$ cat config.mk
export PLATFORM = sky130hd
export DESIGN_NAME = bpcs_top
export DESIGN_NICKNAME = d
export VERILOG_FILES = /design/src/verilog/bpcs_pkg.sv /design/src/verilog/bpcs_top.sv
export SDC_FILE = /design/constraint.sdc
export NUM_CORES = 1
export LEC_CHECK = 0
export BUFFER_PORTS_ARGS = -buffer_cell sky130_fd_sc_hd__buf_2
export CORE_ASPECT_RATIO = 1.5
export CORE_MARGIN = 2
export CORE_UTILIZATION = 50
export DETAILED_ROUTE_END_ITERATION = 10
export HOLD_SLACK_MARGIN = 0.05
export PLACE_DENSITY_LB_ADDON = 0.3
export SLEW_MARGIN = 20
export SYNTH_ARGS = -nofsm -noshare
export SYNTH_HDL_FRONTEND = slang
export SYNTH_SLANG_ARGS = --single-unit
$ cat constraint.sdc
create_clock -name aclk -period 10.5 [get_ports aclk]
set_input_delay 2.625 -clock aclk [delete_from_list [all_inputs] [get_ports aclk]]
set_output_delay 2.625 -clock aclk [all_outputs]
set_load 0.01 [all_outputs]
$ cat src/verilog/bpcs_pkg.sv
// constants, register map and carrier types of the battery power check and shutdown block
package bpcs_pkg;

  localparam int CLK_HZ            = 125_000_000;
  localparam int CHECK_FAST_MS     = 250;
  localparam int SECOND_S          = 1;
  localparam int SHUTDOWN_DELAY_S  = 10;
  localparam int BODY_DIODE_STEP_UV = 500;

  localparam logic [7:0] BODY_DIODE_MIN = 8'h01;
  localparam logic [7:0] BODY_DIODE_MAX = 8'h0a;
  localparam logic [7:0] TEMP_MAX_C     = 8'h96;

  localparam int ADDR_W = 8;
  localparam logic [ADDR_W-1:0] ADDR_CHECK_INTERVAL = 8'h00;
  localparam logic [ADDR_W-1:0] ADDR_BODY_DIODE     = 8'h04;
  localparam logic [ADDR_W-1:0] ADDR_CELL_SHUTDOWN  = 8'h08;
  localparam logic [ADDR_W-1:0] ADDR_STACK_SHUTDOWN = 8'h0c;
  localparam logic [ADDR_W-1:0] ADDR_TEMP_SHUTDOWN  = 8'h10;
  localparam logic [ADDR_W-1:0] ADDR_CONTROL        = 8'h14;
  localparam logic [ADDR_W-1:0] ADDR_STATUS         = 8'h18;

  localparam logic [7:0]  RST_CHECK_INTERVAL = 8'h05;
  localparam logic [7:0]  RST_BODY_DIODE     = 8'h01;
  localparam logic [15:0] RST_CELL_SHUTDOWN  = 16'h0000;
  localparam logic [15:0] RST_STACK_SHUTDOWN = 16'h0000;
  localparam logic [7:0]  RST_TEMP_SHUTDOWN  = 8'h00;
  localparam logic        RST_SERIES_FET     = 1'b1;

  // control register field
  localparam int CTL_SERIES_FET_BIT = 0;

  // status register fields
  localparam int ST_SHUTDOWN_BIT   = 0;
  localparam int ST_CELL_PEND_BIT  = 1;
  localparam int ST_STACK_PEND_BIT = 2;
  localparam int ST_CAUSE_CELL_BIT = 4;
  localparam int ST_CAUSE_STK_BIT  = 5;
  localparam int ST_CAUSE_TMP_BIT  = 6;
  localparam int ST_CHG_ON_BIT     = 8;
  localparam int ST_DSG_ON_BIT     = 9;
  localparam int ST_NORMAL_BIT     = 10;

  localparam logic [1:0] RESP_OKAY   = 2'h0;
  localparam logic [1:0] RESP_SLVERR = 2'h2;

  typedef struct packed {
    logic              awvalid;
    logic [ADDR_W-1:0] awaddr;
    logic              wvalid;
    logic [31:0]       wdata;
    logic [3:0]        wstrb;
    logic              bready;
    logic              arvalid;
    logic [ADDR_W-1:0] araddr;
    logic              rready;
  } bpcs_axi_req_s;

  typedef struct packed {
    logic        awready;
    logic        wready;
    logic        bvalid;
    logic [1:0]  bresp;
    logic        arready;
    logic        rvalid;
    logic [31:0] rdata;
    logic [1:0]  rresp;
  } bpcs_axi_rsp_s;

  // one completed measurement; sense_uv positive means charge current
  typedef struct packed {
    logic               valid;
    logic [15:0]        stack_mv;
    logic signed [15:0] temp_c;
    logic signed [15:0] sense_uv;
  } bpcs_meas_s;

  typedef enum logic [1:0] {
    SD_RUN  = 2'b00,
    SD_PEND = 2'b01,
    SD_DOWN = 2'b11
  } bpcs_sd_state_e;

endpackage : bpcs_pkg

$ cat src/verilog/bpcs_top.sv
// battery power check timer, body-diode switch assist and shutdown decision
//
// The implementer's own choices: the address map and the AXI4-Lite interface to the registers.
`timescale 1ns/1ps
////////////////////////////////////////////////////////////////////////////////
// How it works
// - in normal mode check every N seconds; N of zero checks every 250 ms
// - body-diode threshold is setting times 500 uV, setting held within 1 to 10
// - discharge current above threshold with discharge switch on turns charge switch on
// - charge current above threshold with charge switch on turns discharge switch on
// - series_fet_select of zero disables body-diode assist entirely
// - nonzero signed cell threshold reached for 10 s shuts down; zero disables
// - cells not in use never take part in the cell comparison
// - nonzero stack threshold reached for 10 s shuts down; zero disables
// - nonzero internal temperature threshold reached shuts down; zero disables
module bpcs_top #(
  parameter int N_CELLS       = 5,
  parameter int P_QUARTER_CYC = bpcs_pkg::CLK_HZ / 1000 * bpcs_pkg::CHECK_FAST_MS,
  parameter int P_SECOND_CYC  = bpcs_pkg::CLK_HZ * bpcs_pkg::SECOND_S,
  parameter int P_DELAY_CYC   = bpcs_pkg::CLK_HZ * bpcs_pkg::SHUTDOWN_DELAY_S
) (
  input  wire logic                    aclk,
  input  wire logic                    aresetn,
  input  wire bpcs_pkg::bpcs_axi_req_s axi_req,
  output bpcs_pkg::bpcs_axi_rsp_s      axi_rsp,
  input  wire logic                    normal_mode,
  input  wire bpcs_pkg::bpcs_meas_s    meas,
  input  wire logic [N_CELLS*16-1:0]   cell_mv,
  input  wire logic [N_CELLS-1:0]      cell_used,
  input  wire logic                    charge_switch_req,
  input  wire logic                    discharge_switch_req,
  output logic                         charge_switch,
  output logic                         discharge_switch,
  output logic                         check_req,
  output logic                         shutdown_req
);
  import bpcs_pkg::*;

  //////////////////////////////////////////////////////////////////////////////
  // register bus
  logic              awready_ff;
  logic              wready_ff;
  logic [ADDR_W-1:0] awaddr_ff;
  logic [31:0]       wdata_ff;
  logic [3:0]        wstrb_ff;
  logic              bvalid_ff;
  logic [1:0]        bresp_ff;
  logic              arready_ff;
  logic              rvalid_ff;
  logic [31:0]       rdata_ff;
  logic [1:0]        rresp_ff;

  logic [7:0]  check_interval_ff;
  logic [7:0]  body_diode_threshold_ff;
  logic [15:0] cell_shutdown_voltage_ff;
  logic [15:0] stack_shutdown_voltage_ff;
  logic [7:0]  shutdown_temperature_ff;
  logic        series_fet_select_ff;

  wire aw_take  = axi_req.awvalid & awready_ff;
  wire w_take   = axi_req.wvalid & wready_ff;
  wire ar_take  = axi_req.arvalid & arready_ff;
  wire b_done   = bvalid_ff & axi_req.bready;
  wire r_done   = rvalid_ff & axi_req.rready;
  wire do_write = ~awready_ff & ~wready_ff & ~bvalid_ff;

  wire wsel_check = do_write & (awaddr_ff == ADDR_CHECK_INTERVAL);
  wire wsel_bd    = do_write & (awaddr_ff == ADDR_BODY_DIODE);
  wire wsel_cell  = do_write & (awaddr_ff == ADDR_CELL_SHUTDOWN);
  wire wsel_stack = do_write & (awaddr_ff == ADDR_STACK_SHUTDOWN);
  wire wsel_temp  = do_write & (awaddr_ff == ADDR_TEMP_SHUTDOWN);
  wire wsel_ctl   = do_write & (awaddr_ff == ADDR_CONTROL);
  wire w_mapped   = wsel_check | wsel_bd | wsel_cell | wsel_stack | wsel_temp | wsel_ctl
                    | (awaddr_ff == ADDR_STATUS);

  // status is read-only; a write there is accepted and ignored
  wire [15:0] wr_half = {wstrb_ff[1] ? wdata_ff[15:8] : cell_shutdown_voltage_ff[15:8],
                         wstrb_ff[0] ? wdata_ff[7:0] : cell_shutdown_voltage_ff[7:0]};
  wire [15:0] wr_stk  = {wstrb_ff[1] ? wdata_ff[15:8] : stack_shutdown_voltage_ff[15:8],
                         wstrb_ff[0] ? wdata_ff[7:0] : stack_shutdown_voltage_ff[7:0]};
  wire        wr_lo   = wstrb_ff[0];

  logic [31:0] status_word;
  logic [31:0] rd_data;
  logic        rd_ok;

  always_comb begin
    rd_ok   = 1'b1;
    rd_data = 32'h0000_0000;
    case (axi_req.araddr)
      ADDR_CHECK_INTERVAL: rd_data[7:0]  = check_interval_ff;
      ADDR_BODY_DIODE:     rd_data[7:0]  = body_diode_threshold_ff;
      ADDR_CELL_SHUTDOWN:  rd_data[15:0] = cell_shutdown_voltage_ff;
      ADDR_STACK_SHUTDOWN: rd_data[15:0] = stack_shutdown_voltage_ff;
      ADDR_TEMP_SHUTDOWN:  rd_data[7:0]  = shutdown_temperature_ff;
      ADDR_CONTROL:        rd_data[CTL_SERIES_FET_BIT] = series_fet_select_ff;
      ADDR_STATUS:         rd_data = status_word;
      default:             rd_ok = 1'b0;
    endcase
  end

  always_ff @(posedge aclk) begin
    if (!aresetn) begin
      awready_ff <= 1'b1;
      wready_ff  <= 1'b1;
      awaddr_ff  <= '0;
      wdata_ff   <= 32'h0000_0000;
      wstrb_ff   <= 4'h0;
      bvalid_ff  <= 1'b0;
      bresp_ff   <= RESP_OKAY;
    end else begin
      if (aw_take) begin
        awready_ff <= 1'b0;
        awaddr_ff  <= axi_req.awaddr;
      end
      if (w_take) begin
        wready_ff <= 1'b0;
        wdata_ff  <= axi_req.wdata;
        wstrb_ff  <= axi_req.wstrb;
      end
      if (do_write) begin
        bvalid_ff <= 1'b1;
        bresp_ff  <= w_mapped ? RESP_OKAY : RESP_SLVERR;
      end
      if (b_done) begin
        bvalid_ff  <= 1'b0;
        awready_ff <= 1'b1;
        wready_ff  <= 1'b1;
      end
    end
  end

  always_ff @(posedge aclk) begin
    if (!aresetn) begin
      arready_ff <= 1'b1;
      rvalid_ff  <= 1'b0;
      rdata_ff   <= 32'h0000_0000;
      rresp_ff   <= RESP_OKAY;
    end else if (ar_take) begin
      arready_ff <= 1'b0;
      rvalid_ff  <= 1'b1;
      rdata_ff   <= rd_data;
      rresp_ff   <= rd_ok ? RESP_OKAY : RESP_SLVERR;
    end else if (r_done) begin
      arready_ff <= 1'b1;
      rvalid_ff  <= 1'b0;
    end
  end

  always_ff @(posedge aclk) begin
    if (!aresetn) begin
      check_interval_ff         <= RST_CHECK_INTERVAL;
      body_diode_threshold_ff   <= RST_BODY_DIODE;
      cell_shutdown_voltage_ff  <= RST_CELL_SHUTDOWN;
      stack_shutdown_voltage_ff <= RST_STACK_SHUTDOWN;
      shutdown_temperature_ff   <= RST_TEMP_SHUTDOWN;
      series_fet_select_ff      <= RST_SERIES_FET;
    end else begin
      if (wsel_check && wr_lo) check_interval_ff <= wdata_ff[7:0];
      if (wsel_bd && wr_lo)    body_diode_threshold_ff <= wdata_ff[7:0];
      if (wsel_cell)           cell_shutdown_voltage_ff <= wr_half;
      if (wsel_stack)          stack_shutdown_voltage_ff <= wr_stk;
      if (wsel_temp && wr_lo)  shutdown_temperature_ff <= wdata_ff[7:0];
      if (wsel_ctl && wr_lo)   series_fet_select_ff <= wdata_ff[CTL_SERIES_FET_BIT];
    end
  end

  assign axi_rsp.awready = awready_ff;
  assign axi_rsp.wready  = wready_ff;
  assign axi_rsp.bvalid  = bvalid_ff;
  assign axi_rsp.bresp   = bresp_ff;
  assign axi_rsp.arready = arready_ff;
  assign axi_rsp.rvalid  = rvalid_ff;
  assign axi_rsp.rdata   = rdata_ff;
  assign axi_rsp.rresp   = rresp_ff;

  //////////////////////////////////////////////////////////////////////////////
  // periodic check timer
  logic [31:0] tick_ff;
  logic [7:0]  sec_ff;
  logic        check_ff;

  wire        fast_mode  = (check_interval_ff == 8'h00);
  wire [31:0] period_end = fast_mode ? 32'(P_QUARTER_CYC - 1) : 32'(P_SECOND_CYC - 1);
  wire        tick_wrap  = (tick_ff == period_end);
  // >= so that shrinking the interval mid-count never skips a check
  wire        sec_last   = ({1'b0, sec_ff} + 9'h001) >= {1'b0, check_interval_ff};
  wire        check_now  = normal_mode & tick_wrap & (fast_mode | sec_last);

  always_ff @(posedge aclk) begin
    if (!aresetn) begin
      tick_ff  <= 32'h0000_0000;
      sec_ff   <= 8'h00;
      check_ff <= 1'b0;
    end else begin
      check_ff <= check_now;
      if (!normal_mode || tick_wrap || tick_ff > period_end) begin
        tick_ff <= 32'h0000_0000;
      end else begin
        tick_ff <= tick_ff + 32'h0000_0001;
      end
      if (!normal_mode || check_now || fast_mode) begin
        sec_ff <= 8'h00;
      end else if (tick_wrap) begin
        sec_ff <= sec_ff + 8'h01;
      end
    end
  end

  //////////////////////////////////////////////////////////////////////////////
  // latest completed measurement
  bpcs_meas_s            meas_ff;
  logic [N_CELLS*16-1:0] cell_mv_ff;
  logic [N_CELLS-1:0]    cell_used_ff;

  always_ff @(posedge aclk) begin
    if (!aresetn) begin
      meas_ff      <= '0;
      cell_mv_ff   <= '0;
      cell_used_ff <= '0;
    end else if (meas.valid) begin
      meas_ff      <= meas;
      cell_mv_ff   <= cell_mv;
      cell_used_ff <= cell_used;
    end
  end

  //////////////////////////////////////////////////////////////////////////////
  // body-diode assist
  wire [7:0] bd_set = (body_diode_threshold_ff < BODY_DIODE_MIN) ? BODY_DIODE_MIN :
                      (body_diode_threshold_ff > BODY_DIODE_MAX) ? BODY_DIODE_MAX :
                      body_diode_threshold_ff;
  wire signed [17:0] bd_uv   = $signed({2'b00, 16'(bd_set * BODY_DIODE_STEP_UV)});
  wire signed [17:0] sense   = 18'(meas_ff.sense_uv);
  wire               chg_cur = sense > bd_uv;
  wire               dsg_cur = sense < -bd_uv;
  // parallel switches carry no body-diode hazard, so assist stays off
  wire assist_chg = series_fet_select_ff & discharge_switch_req & dsg_cur;
  wire assist_dsg = series_fet_select_ff & charge_switch_req & chg_cur;

  logic chg_sw_ff;
  logic dsg_sw_ff;

  always_ff @(posedge aclk) begin
    if (!aresetn) begin
      chg_sw_ff <= 1'b0;
      dsg_sw_ff <= 1'b0;
    end else begin
      chg_sw_ff <= charge_switch_req | assist_chg;
      dsg_sw_ff <= discharge_switch_req | assist_dsg;
    end
  end

  //////////////////////////////////////////////////////////////////////////////
  // shutdown decision
  logic [N_CELLS-1:0] cell_hit;

  genvar gi;
  generate
    for (gi = 0; gi < N_CELLS; gi++) begin : g_cell
      assign cell_hit[gi] = cell_used_ff[gi] &
        ($signed(cell_mv_ff[gi*16 +: 16]) <= $signed(cell_shutdown_voltage_ff));
    end
  endgenerate

  wire [7:0] temp_thr = (shutdown_temperature_ff > TEMP_MAX_C) ? TEMP_MAX_C
                        : shutdown_temperature_ff;
  wire cell_cond  = (cell_shutdown_voltage_ff != 16'h0000) & (|cell_hit);
  wire stack_cond = (stack_shutdown_voltage_ff != 16'h0000)
                    & (meas_ff.stack_mv <= stack_shutdown_voltage_ff);
  wire temp_cond  = (temp_thr != 8'h00)
                    & (meas_ff.temp_c >= $signed({8'h00, temp_thr}));

  logic [1:0]  cond_ff;
  logic [31:0] dly_ff [2];
  logic [1:0]  fire;
  wire  [1:0]  cond_now = {stack_cond, cell_cond};

  generate
    for (gi = 0; gi < 2; gi++) begin : g_delay
      assign fire[gi] = cond_ff[gi] & (dly_ff[gi] == 32'(P_DELAY_CYC - 1));
      always_ff @(posedge aclk) begin
        if (!aresetn) begin
          cond_ff[gi] <= 1'b0;
          dly_ff[gi]  <= 32'h0000_0000;
        end else begin
          if (check_ff) cond_ff[gi] <= cond_now[gi];
          // a cleared condition drops the count so the next one starts afresh
          if (!cond_ff[gi] || fire[gi]) begin
            dly_ff[gi] <= 32'h0000_0000;
          end else begin
            dly_ff[gi] <= dly_ff[gi] + 32'h0000_0001;
          end
        end
      end
    end
  endgenerate

  bpcs_sd_state_e sd_ff;
  bpcs_sd_state_e nxt_sd;
  logic [2:0]     cause_ff;
  logic           down_ff;
  wire            temp_trip = check_ff & temp_cond;

  always_comb begin
    nxt_sd = sd_ff;
    case (sd_ff)
      SD_RUN:  if (temp_trip) nxt_sd = SD_DOWN;
               else if (|cond_ff) nxt_sd = SD_PEND;
      SD_PEND: if (temp_trip || |fire) nxt_sd = SD_DOWN;
               else if (~|cond_ff) nxt_sd = SD_RUN;
      SD_DOWN: nxt_sd = SD_DOWN;
      default: nxt_sd = SD_RUN;
    endcase
  end

  always_ff @(posedge aclk) begin
    if (!aresetn) begin
      sd_ff    <= SD_RUN;
      cause_ff <= 3'h0;
      down_ff  <= 1'b0;
    end else begin
      sd_ff   <= nxt_sd;
      // own flop so the pin carries no decode glitch
      down_ff <= (nxt_sd == SD_DOWN);
      if (sd_ff != SD_DOWN) cause_ff <= cause_ff | {temp_trip, fire};
    end
  end

  // shutdown holds until reset: the supplies are expected to drop anyway
  assign shutdown_req     = down_ff;
  assign check_req        = check_ff;
  assign charge_switch    = chg_sw_ff;
  assign discharge_switch = dsg_sw_ff;

  always_comb begin
    status_word                    = 32'h0000_0000;
    status_word[ST_SHUTDOWN_BIT]   = (sd_ff == SD_DOWN);
    status_word[ST_CELL_PEND_BIT]  = cond_ff[0];
    status_word[ST_STACK_PEND_BIT] = cond_ff[1];
    status_word[ST_CAUSE_CELL_BIT] = cause_ff[0];
    status_word[ST_CAUSE_STK_BIT]  = cause_ff[1];
    status_word[ST_CAUSE_TMP_BIT]  = cause_ff[2];
    status_word[ST_CHG_ON_BIT]     = chg_sw_ff;
    status_word[ST_DSG_ON_BIT]     = dsg_sw_ff;
    status_word[ST_NORMAL_BIT]     = normal_mode;
  end

endmodule : bpcs_top
==> results of run 1 <==
-- where the power goes --
group          switching [mW]  internal (mW)  leakage [nW]
Combinational           0.284          0.241          6.50
Sequential             0.0505           1.43          3.03
Clock                   0.567          0.870         0.654
-- per-stage QoR --
step / util, % / hold slack [ns] / worst slack, ns / power (mW)
2_1_floorplan: - / 0.440 / 4.46 / 1.88
3_3_place_gp: 54.6 / 0.451 / 3.85 / 2.00
3_5_place_dp: 54.6 / 0.461 / 3.76 / 2.02
4_1_cts: 57.9 / 0.471 / 3.67 / 3.46
5_1_grt: 57.9 / 0.509 / 3.22 / 3.59
6_report: 57.9 / 0.467 / 3.67 / 3.44
-- per-layer routing --
layer  wire (µm)  up-vias  share of wire, %  track usage, %
met5           0        -                 0               0
met4        3040        0               5.8            12.7
met3        2370      142               4.5            3.55
met2       26800      445                51            45.0
met1       20000     7778                38            26.1
li1            -     8162                 -               -
-- synthesized netlist by cell type, types with 20 or more instances --
| cell | number | area [µm²] |
|---|---|---|
| a21boi_0 | 71 | 533 |
| a21o_1 | 21 | 158 |
| a21oi_1 | 60 | 300 |
| and3_1 | 23 | 144 |
| buf_4 | 25 | 188 |
| clkbuf_1 | 61 | 229 |
| dfxtp_1 | 290 | 5810 |
| edfxtp_1 | 64 | 1920 |
| fa_1 | 21 | 420 |
| ha_1 | 198 | 2480 |
| inv_1 | 106 | 398 |
| mux2i_1 | 165 | 1650 |
| nand2_1 | 216 | 811 |
| nand3_1 | 67 | 335 |
| nand4_1 | 52 | 325 |
| nor2_1 | 145 | 544 |
| nor2b_1 | 176 | 1100 |
| nor3_1 | 46 | 230 |
| nor4_1 | 21 | 131 |
| o21a_1 | 20 | 150 |
| o21ai_0 | 53 | 265 |
| xnor2_1 | 48 | 420 |
| xor2_1 | 72 | 631 |
-- final cells by class --
class	instances	share of cell area [%]
multi-input combinational	1761	52.9
sequential	354	32.6
timing repair buffer	211	4.58
clock buffer	48	4.51
tap	511	2.70
inverter	106	1.68
clock inverter	20	1.11
-- sequential cells by signal (all words and copies together), names as in the netlist, 2 cells and up --
register	count
cell_mv_ff	80
dly_ff	64
meas_ff	48
tick_ff	32
cell_shutdown_voltage_ff	16
rdata_ff	16
stack_shutdown_voltage_ff	16
wdata_ff	16
awaddr_ff	8
body_diode_threshold_ff	8
check_interval_ff	8
sec_ff	8
shutdown_temperature_ff	8
cell_used_ff	5
cause_ff	3
cond_ff	2
sd_ff	2
wstrb_ff	2
-- worst max-delay path: stages, from the launching register on --
cell and delay [ns]:
dfxtp_1 0.32, nor4_1 0.45, nor2b_1 0.51, nand2_1 0.28
fa_1 0.63, xnor2_1 0.13, ha_1 0.27, fa_1 0.51
inv_1 0.05, fa_1 0.49, inv_1 0.04, ha_1 0.37
o21ai_0 0.18, a21oi_1 0.08, o31ai_1 0.43, a21oi_1 0.23
xnor2_1 0.33, nor3_2 0.10, and2_1 0.19, ha_1 0.30
and4b_1 0.19, o21ai_0 0.23, nand2_1 0.12, a211oi_1 0.20
nor2_1 0.07
-- layout by cell type, fill, tap and decap left out, drive strengths merged, types with 20 or more instances in the layout --
cell type and count:
a21boi 72, a21o 21, a21oi 60, and3 24, buf 211, clkbuf 48, conb 112, dfxtp 290
edfxtp 64, fa 21, ha 198, inv 108, mux2i 165, nand2 216, nand3 67, nand4 54
nor2 146, nor2b 176, nor3 53, nor4 24, o21a 20, o21ai 54, xnor2 48, xor2 72
-- final timing paths --
| check | endpoint | slack [ns] | cells past startpoint |
|---|---|---|---|
| worst max-delay path | charge_switch | 3.67 | 24 |
| worst min-delay path | awaddr_ff[0] | 0.47 | 2 |
| worst max register to register | charge_switch | 3.67 | 24 |
| worst min register to register | awaddr_ff[0] | 0.47 | 2 |
-- cells by family after synthesis --
family / after synthesis / synth area share, %
xor+xnor: 121 / 5.17
other cells: 2 / 0.0362
simple gates: 836 / 21.1
fa+ha+maj: 219 / 14.0
flops: 354 / 37.2
mux: 166 / 8.07
compound gates: 307 / 9.96
buf+inv: 210 / 4.42
==> results.sh, run 1 <==
export IMPL_status="complete, no violations"
export IMPL_min_period_ns=6.83
export IMPL_layout_drive_gt1_share_pct=12.2
export IMPL_cap_violations=0
export IMPL_dp_cells=2943
export IMPL_ys_ff_latch=354
export IMPL_clockBufferDepth=3
export IMPL_dp_hpwl_um=39200
export IMPL_cts_resized_gates=0
export IMPL_cts_root_buf="clkbuf_16"
export IMPL_worstMarginPinSlew_ns=1.09
export IMPL_min_from="awaddr_ff[0]"
export IMPL_drc=0
export IMPL_dieArea_mm2=0.0432
export IMPL_finalClockSkew_ns=0.0139
export IMPL_cts_buffers=37
export IMPL_max_freq_mhz=146
export IMPL_place_gp_congestion=0.866
export IMPL_firstDrtPassIters=5
export IMPL_synth_area_mm2=0.0207
export IMPL_relSlewSlack_pct=27.3
export IMPL_async_flop_share_pct=0
export IMPL_end_kind="flip-flop"
export IMPL_drtIter0Drc=913
export IMPL_critical_path_class="reg -> reg"
export IMPL_fp_row_count=91
export IMPL_setup_tns_ns=0
export IMPL_finalCritPeriodShare_pct=65.1
export IMPL_vias=16527
export IMPL_grt_util_all_layers_pct=24.1
export IMPL_routedWlPerCell_um=17.3
export IMPL_antenna_found_initial=0
export IMPL_grt_pass1_wl_um=83000
export IMPL_clk_latency_ns=0.54
export IMPL_worstSetupStartpointType="flip-flop"
export IMPL_slew_viol_final=0
export IMPL_postCtsSetupRepairBufs=0
export IMPL_setup_worst_path_start="body_diode_threshold_ff[7]"
export IMPL_stdcell_area_mm2=0.0237
export IMPL_rsz0062_at_grt="no"
export IMPL_initial_core_util_pct=50.6
export IMPL_die_height_um=253
export IMPL_port_buffers=204
export IMPL_area_delta_synth_final_pct=14.3
export IMPL_synth_flop_cell="dfxtp_1"
export IMPL_ff_latch_area_mm2=0.00773
export IMPL_fin_cells=3011
export IMPL_core_mm2=0.0410
export IMPL_ir_drop_v=0.000146
export IMPL_p_per_area_mw_per_mm2=145
export IMPL_overflow=0
export IMPL_grt_max_degree=122
export IMPL_seq_area_frac_synth_pct=37.2
export IMPL_die_w_um=170
export IMPL_wirelength_um=52200
export IMPL_finalHoldViolCount=0
export IMPL_synthDistinctLibCells=80
export IMPL_cts_tree="yes"
export IMPL_required_ns=10.93
export IMPL_top_level_ports=241
export IMPL_n_antenna_cell=0
export IMPL_grt_pass1_vias=16793
export IMPL_avgSynthCellArea_um2=9.37
export IMPL_critPathArrivalTime_ns=7.26
export IMPL_setup_viol=0
export IMPL_cts_sinks=354
export IMPL_place_area_mm2=0.0224
export IMPL_hold_class="reg -> reg"
export IMPL_nFillCells=3660
export IMPL_cp_max_fo=6
export IMPL_nets=2886
export IMPL_ys_warn_count=0
export IMPL_p_leak_nw=10.2
export IMPL_hold_buffers=0
export IMPL_postSynthCellCount=2215
export IMPL_clk_pin_slew_ns=0.06
export IMPL_postRouteAntennaNets=0
export IMPL_vias_per_cell=5.49
export IMPL_multi_input_area_mm2=0.0125
export IMPL_reg2reg_from="body_diode_threshold_ff[7]"
export IMPL_cts_max_level=2
export IMPL_synth_edf_count=64
Power figures use the tool's default switching activity.
==> run 2, diff against run 1 <==
==> constraint.sdc (replaced) <==
create_clock -name aclk -period 6.2 [get_ports aclk]
set_input_delay 1.55 -clock aclk [delete_from_list [all_inputs] [get_ports aclk]]
set_output_delay 1.55 -clock aclk [all_outputs]
set_load 0.01 [all_outputs]
==> results.sh, run 2 (synthesis results as in run 1) <==
export IMPL_wirelength_um=52700
export IMPL_totalPowerFinal_mw=5.64
export IMPL_area_delta_synth_final_pct=14.4
export IMPL_cts_tree="yes"
export IMPL_dieArea_mm2=0.0432
export IMPL_grt_pass1_wl_um=83400
export IMPL_grt_max_degree=109
export IMPL_p_clk_share_pct=39.0
export IMPL_cts_sinks=354
export IMPL_cts_root_buf="clkbuf_16"
export IMPL_clk_latency_ns=0.55
export IMPL_grt_util_all_layers_pct=24.2
export IMPL_finalCritPeriodShare_pct=96.6
export IMPL_hold_class="reg -> reg"
export IMPL_setup_viol=0
export IMPL_combPwrFrac_pct=16.6
export IMPL_nets=2893
export IMPL_vias_per_cell=5.44
export IMPL_critical_path_class="reg -> reg"
export IMPL_clockBufferDepth=3
export IMPL_port_buffers=204
export IMPL_cts_max_level=2
export IMPL_routedWlPerCell_um=17.5
export IMPL_min_from="rdata_ff[13]"
export IMPL_initial_core_util_pct=50.6
export IMPL_cp_max_fo=5
export IMPL_p_leak_nw=10.2
export IMPL_reg_largest_list="cell_mv_ff: 80 flops, dly_ff: 64 flops, meas_ff: 48 flops"
export IMPL_regMostFlops="cell_mv_ff"
export IMPL_required_ns=6.62
export IMPL_die_height_um=253
export IMPL_finalHoldViolCount=0
export IMPL_postRouteAntennaNets=0
export IMPL_cap_violations=0
export IMPL_end_kind="flip-flop"
export IMPL_setup_worst_path_start="body_diode_threshold_ff[6]"
export IMPL_layout_commonest_cell="dfxtp_1"
export IMPL_overflow=0
export IMPL_p_per_area_mw_per_mm2=238
export IMPL_ir_drop_v=0.000239
export IMPL_drc=0
export IMPL_p_seq_share_pct=44.4
export IMPL_max_freq_mhz=167
export IMPL_dp_hpwl_um=39500
export IMPL_reg2reg_from="body_diode_threshold_ff[6]"
export IMPL_top_level_ports=241
export IMPL_dp_cells=2949
export IMPL_nFillCells=3600
export IMPL_status="complete, no violations"
export IMPL_fin_cells=3014
export IMPL_relSlewSlack_pct=36.3
export IMPL_core_mm2=0.0410
export IMPL_critPathArrivalTime_ns=6.41
export IMPL_p_int_mw=4.09
export IMPL_final_cell_mix="289 x dfxtp_1, 215 x nand2_1, 202 x buf_2, 198 x ha_1, 175 x nor2b_1"
export IMPL_worstMarginPinSlew_ns=0.956
export IMPL_antenna_found_initial=1
export IMPL_n_antenna_cell=0
export IMPL_layout_drive_gt1_share_pct=12.9
export IMPL_p_sw_share_pct=27.6
export IMPL_clk_pin_slew_ns=0.06
export IMPL_finalClockSkew_ns=0.0186
export IMPL_place_gp_congestion=0.868
export IMPL_worstSetupStartpointType="flip-flop"
export IMPL_slew_viol_final=0
export IMPL_drtIter0Drc=854
export IMPL_cts_buffers=36
export IMPL_largest_reg_flops=80
export IMPL_min_period_ns=5.99
export IMPL_post_route_util_pct=57.9
export IMPL_die_w_um=170
export IMPL_grt_pass1_vias=16697
export IMPL_switching_power_mw=1.56
export IMPL_fp_row_count=91
export IMPL_hold_buffers=0
export IMPL_vias=16408
export IMPL_firstDrtPassIters=5
==> run 2: worst max-delay path: stages (launching register included) <==
cell	delay, ns
dfxtp_1	0.36
nor4_4	0.32
nand2b_1	0.14
a21oi_2	0.13
buf_4	0.17
fa_1	0.43
xnor2_1	0.19
ha_1	0.27
fa_1	0.51
inv_1	0.05
fa_1	0.49
inv_1	0.04
ha_1	0.28
buf_4	0.13
nand4b_1	0.14
and3_1	0.24
or4b_1	0.54
o311ai_4	0.14
inv_1	0.08
ha_1	0.33
nand4b_1	0.17
nor4b_2	0.34
nand3_1	0.14
o21ai_0	0.17
a21oi_1	0.06
==> run 2: per-layer routing <==
layer	global-route usage, %	up-vias	share of wire (%)
li1	-	8176	-
met1	25.8	7713	39
met2	45.4	374	51
met3	3.99	145	4.3
met4	12.8	0	5.8
met5	0	-	0
==> run 2: repair_timing <==
action | 4_1_cts | 5_1_grt
resized for setup | 1 | 18
buffers inserted | 0 | 2
pin swaps | 0 | 7
setup endpoints to repair | 1 | 2
==> run 2: path summary, 6_finish.rpt <==
path	slack [ns]	to	cells after the start
min	0.46	rdata_ff[13]	2
min reg2reg	0.46	rdata_ff[13]	2
max	0.21	discharge_switch	24
max reg2reg	0.21	discharge_switch	24
==> run 2: power by group through the flow <==
| stage | sequential [mW] | combinational (mW) | clock, mW |
|---|---|---|---|
| after floorplan | 2.52 | 0.670 | 0 |
| after global placement | 2.55 | 0.840 | 0 |
| after detailed placement | 2.56 | 0.873 | 0 |
| after CTS | 2.51 | 0.881 | 2.24 |
| after global routing | 2.52 | 1.05 | 2.32 |
| final | 2.51 | 0.937 | 2.20 |
==> run 2: metrics by stage <==
step                      setup WS (ns)  TNS (ns)  area, µm²  hold slack (ns)
after global placement            0.122         0      22400            0.450
after global routing            -0.0713    -0.121      23700            0.495
after CTS                       0.00573         0      23600            0.463
final                             0.212         0      23700            0.463
after floorplan                   0.160         0      21200            0.440
after detailed placement        -0.0889   -0.0889      22400            0.456
==> run 2: final cells by class <==
cell class	instances	area, µm²	share of cell area [%]
Multi-Input combinational cell	1761	12600	53.3
Sequential cell	354	7730	32.6
Timing Repair Buffer	219	1150	4.83
Clock buffer	48	1040	4.37
Tap cell	511	639	2.69
Inverter	106	398	1.68
Clock inverter	15	141	0.596
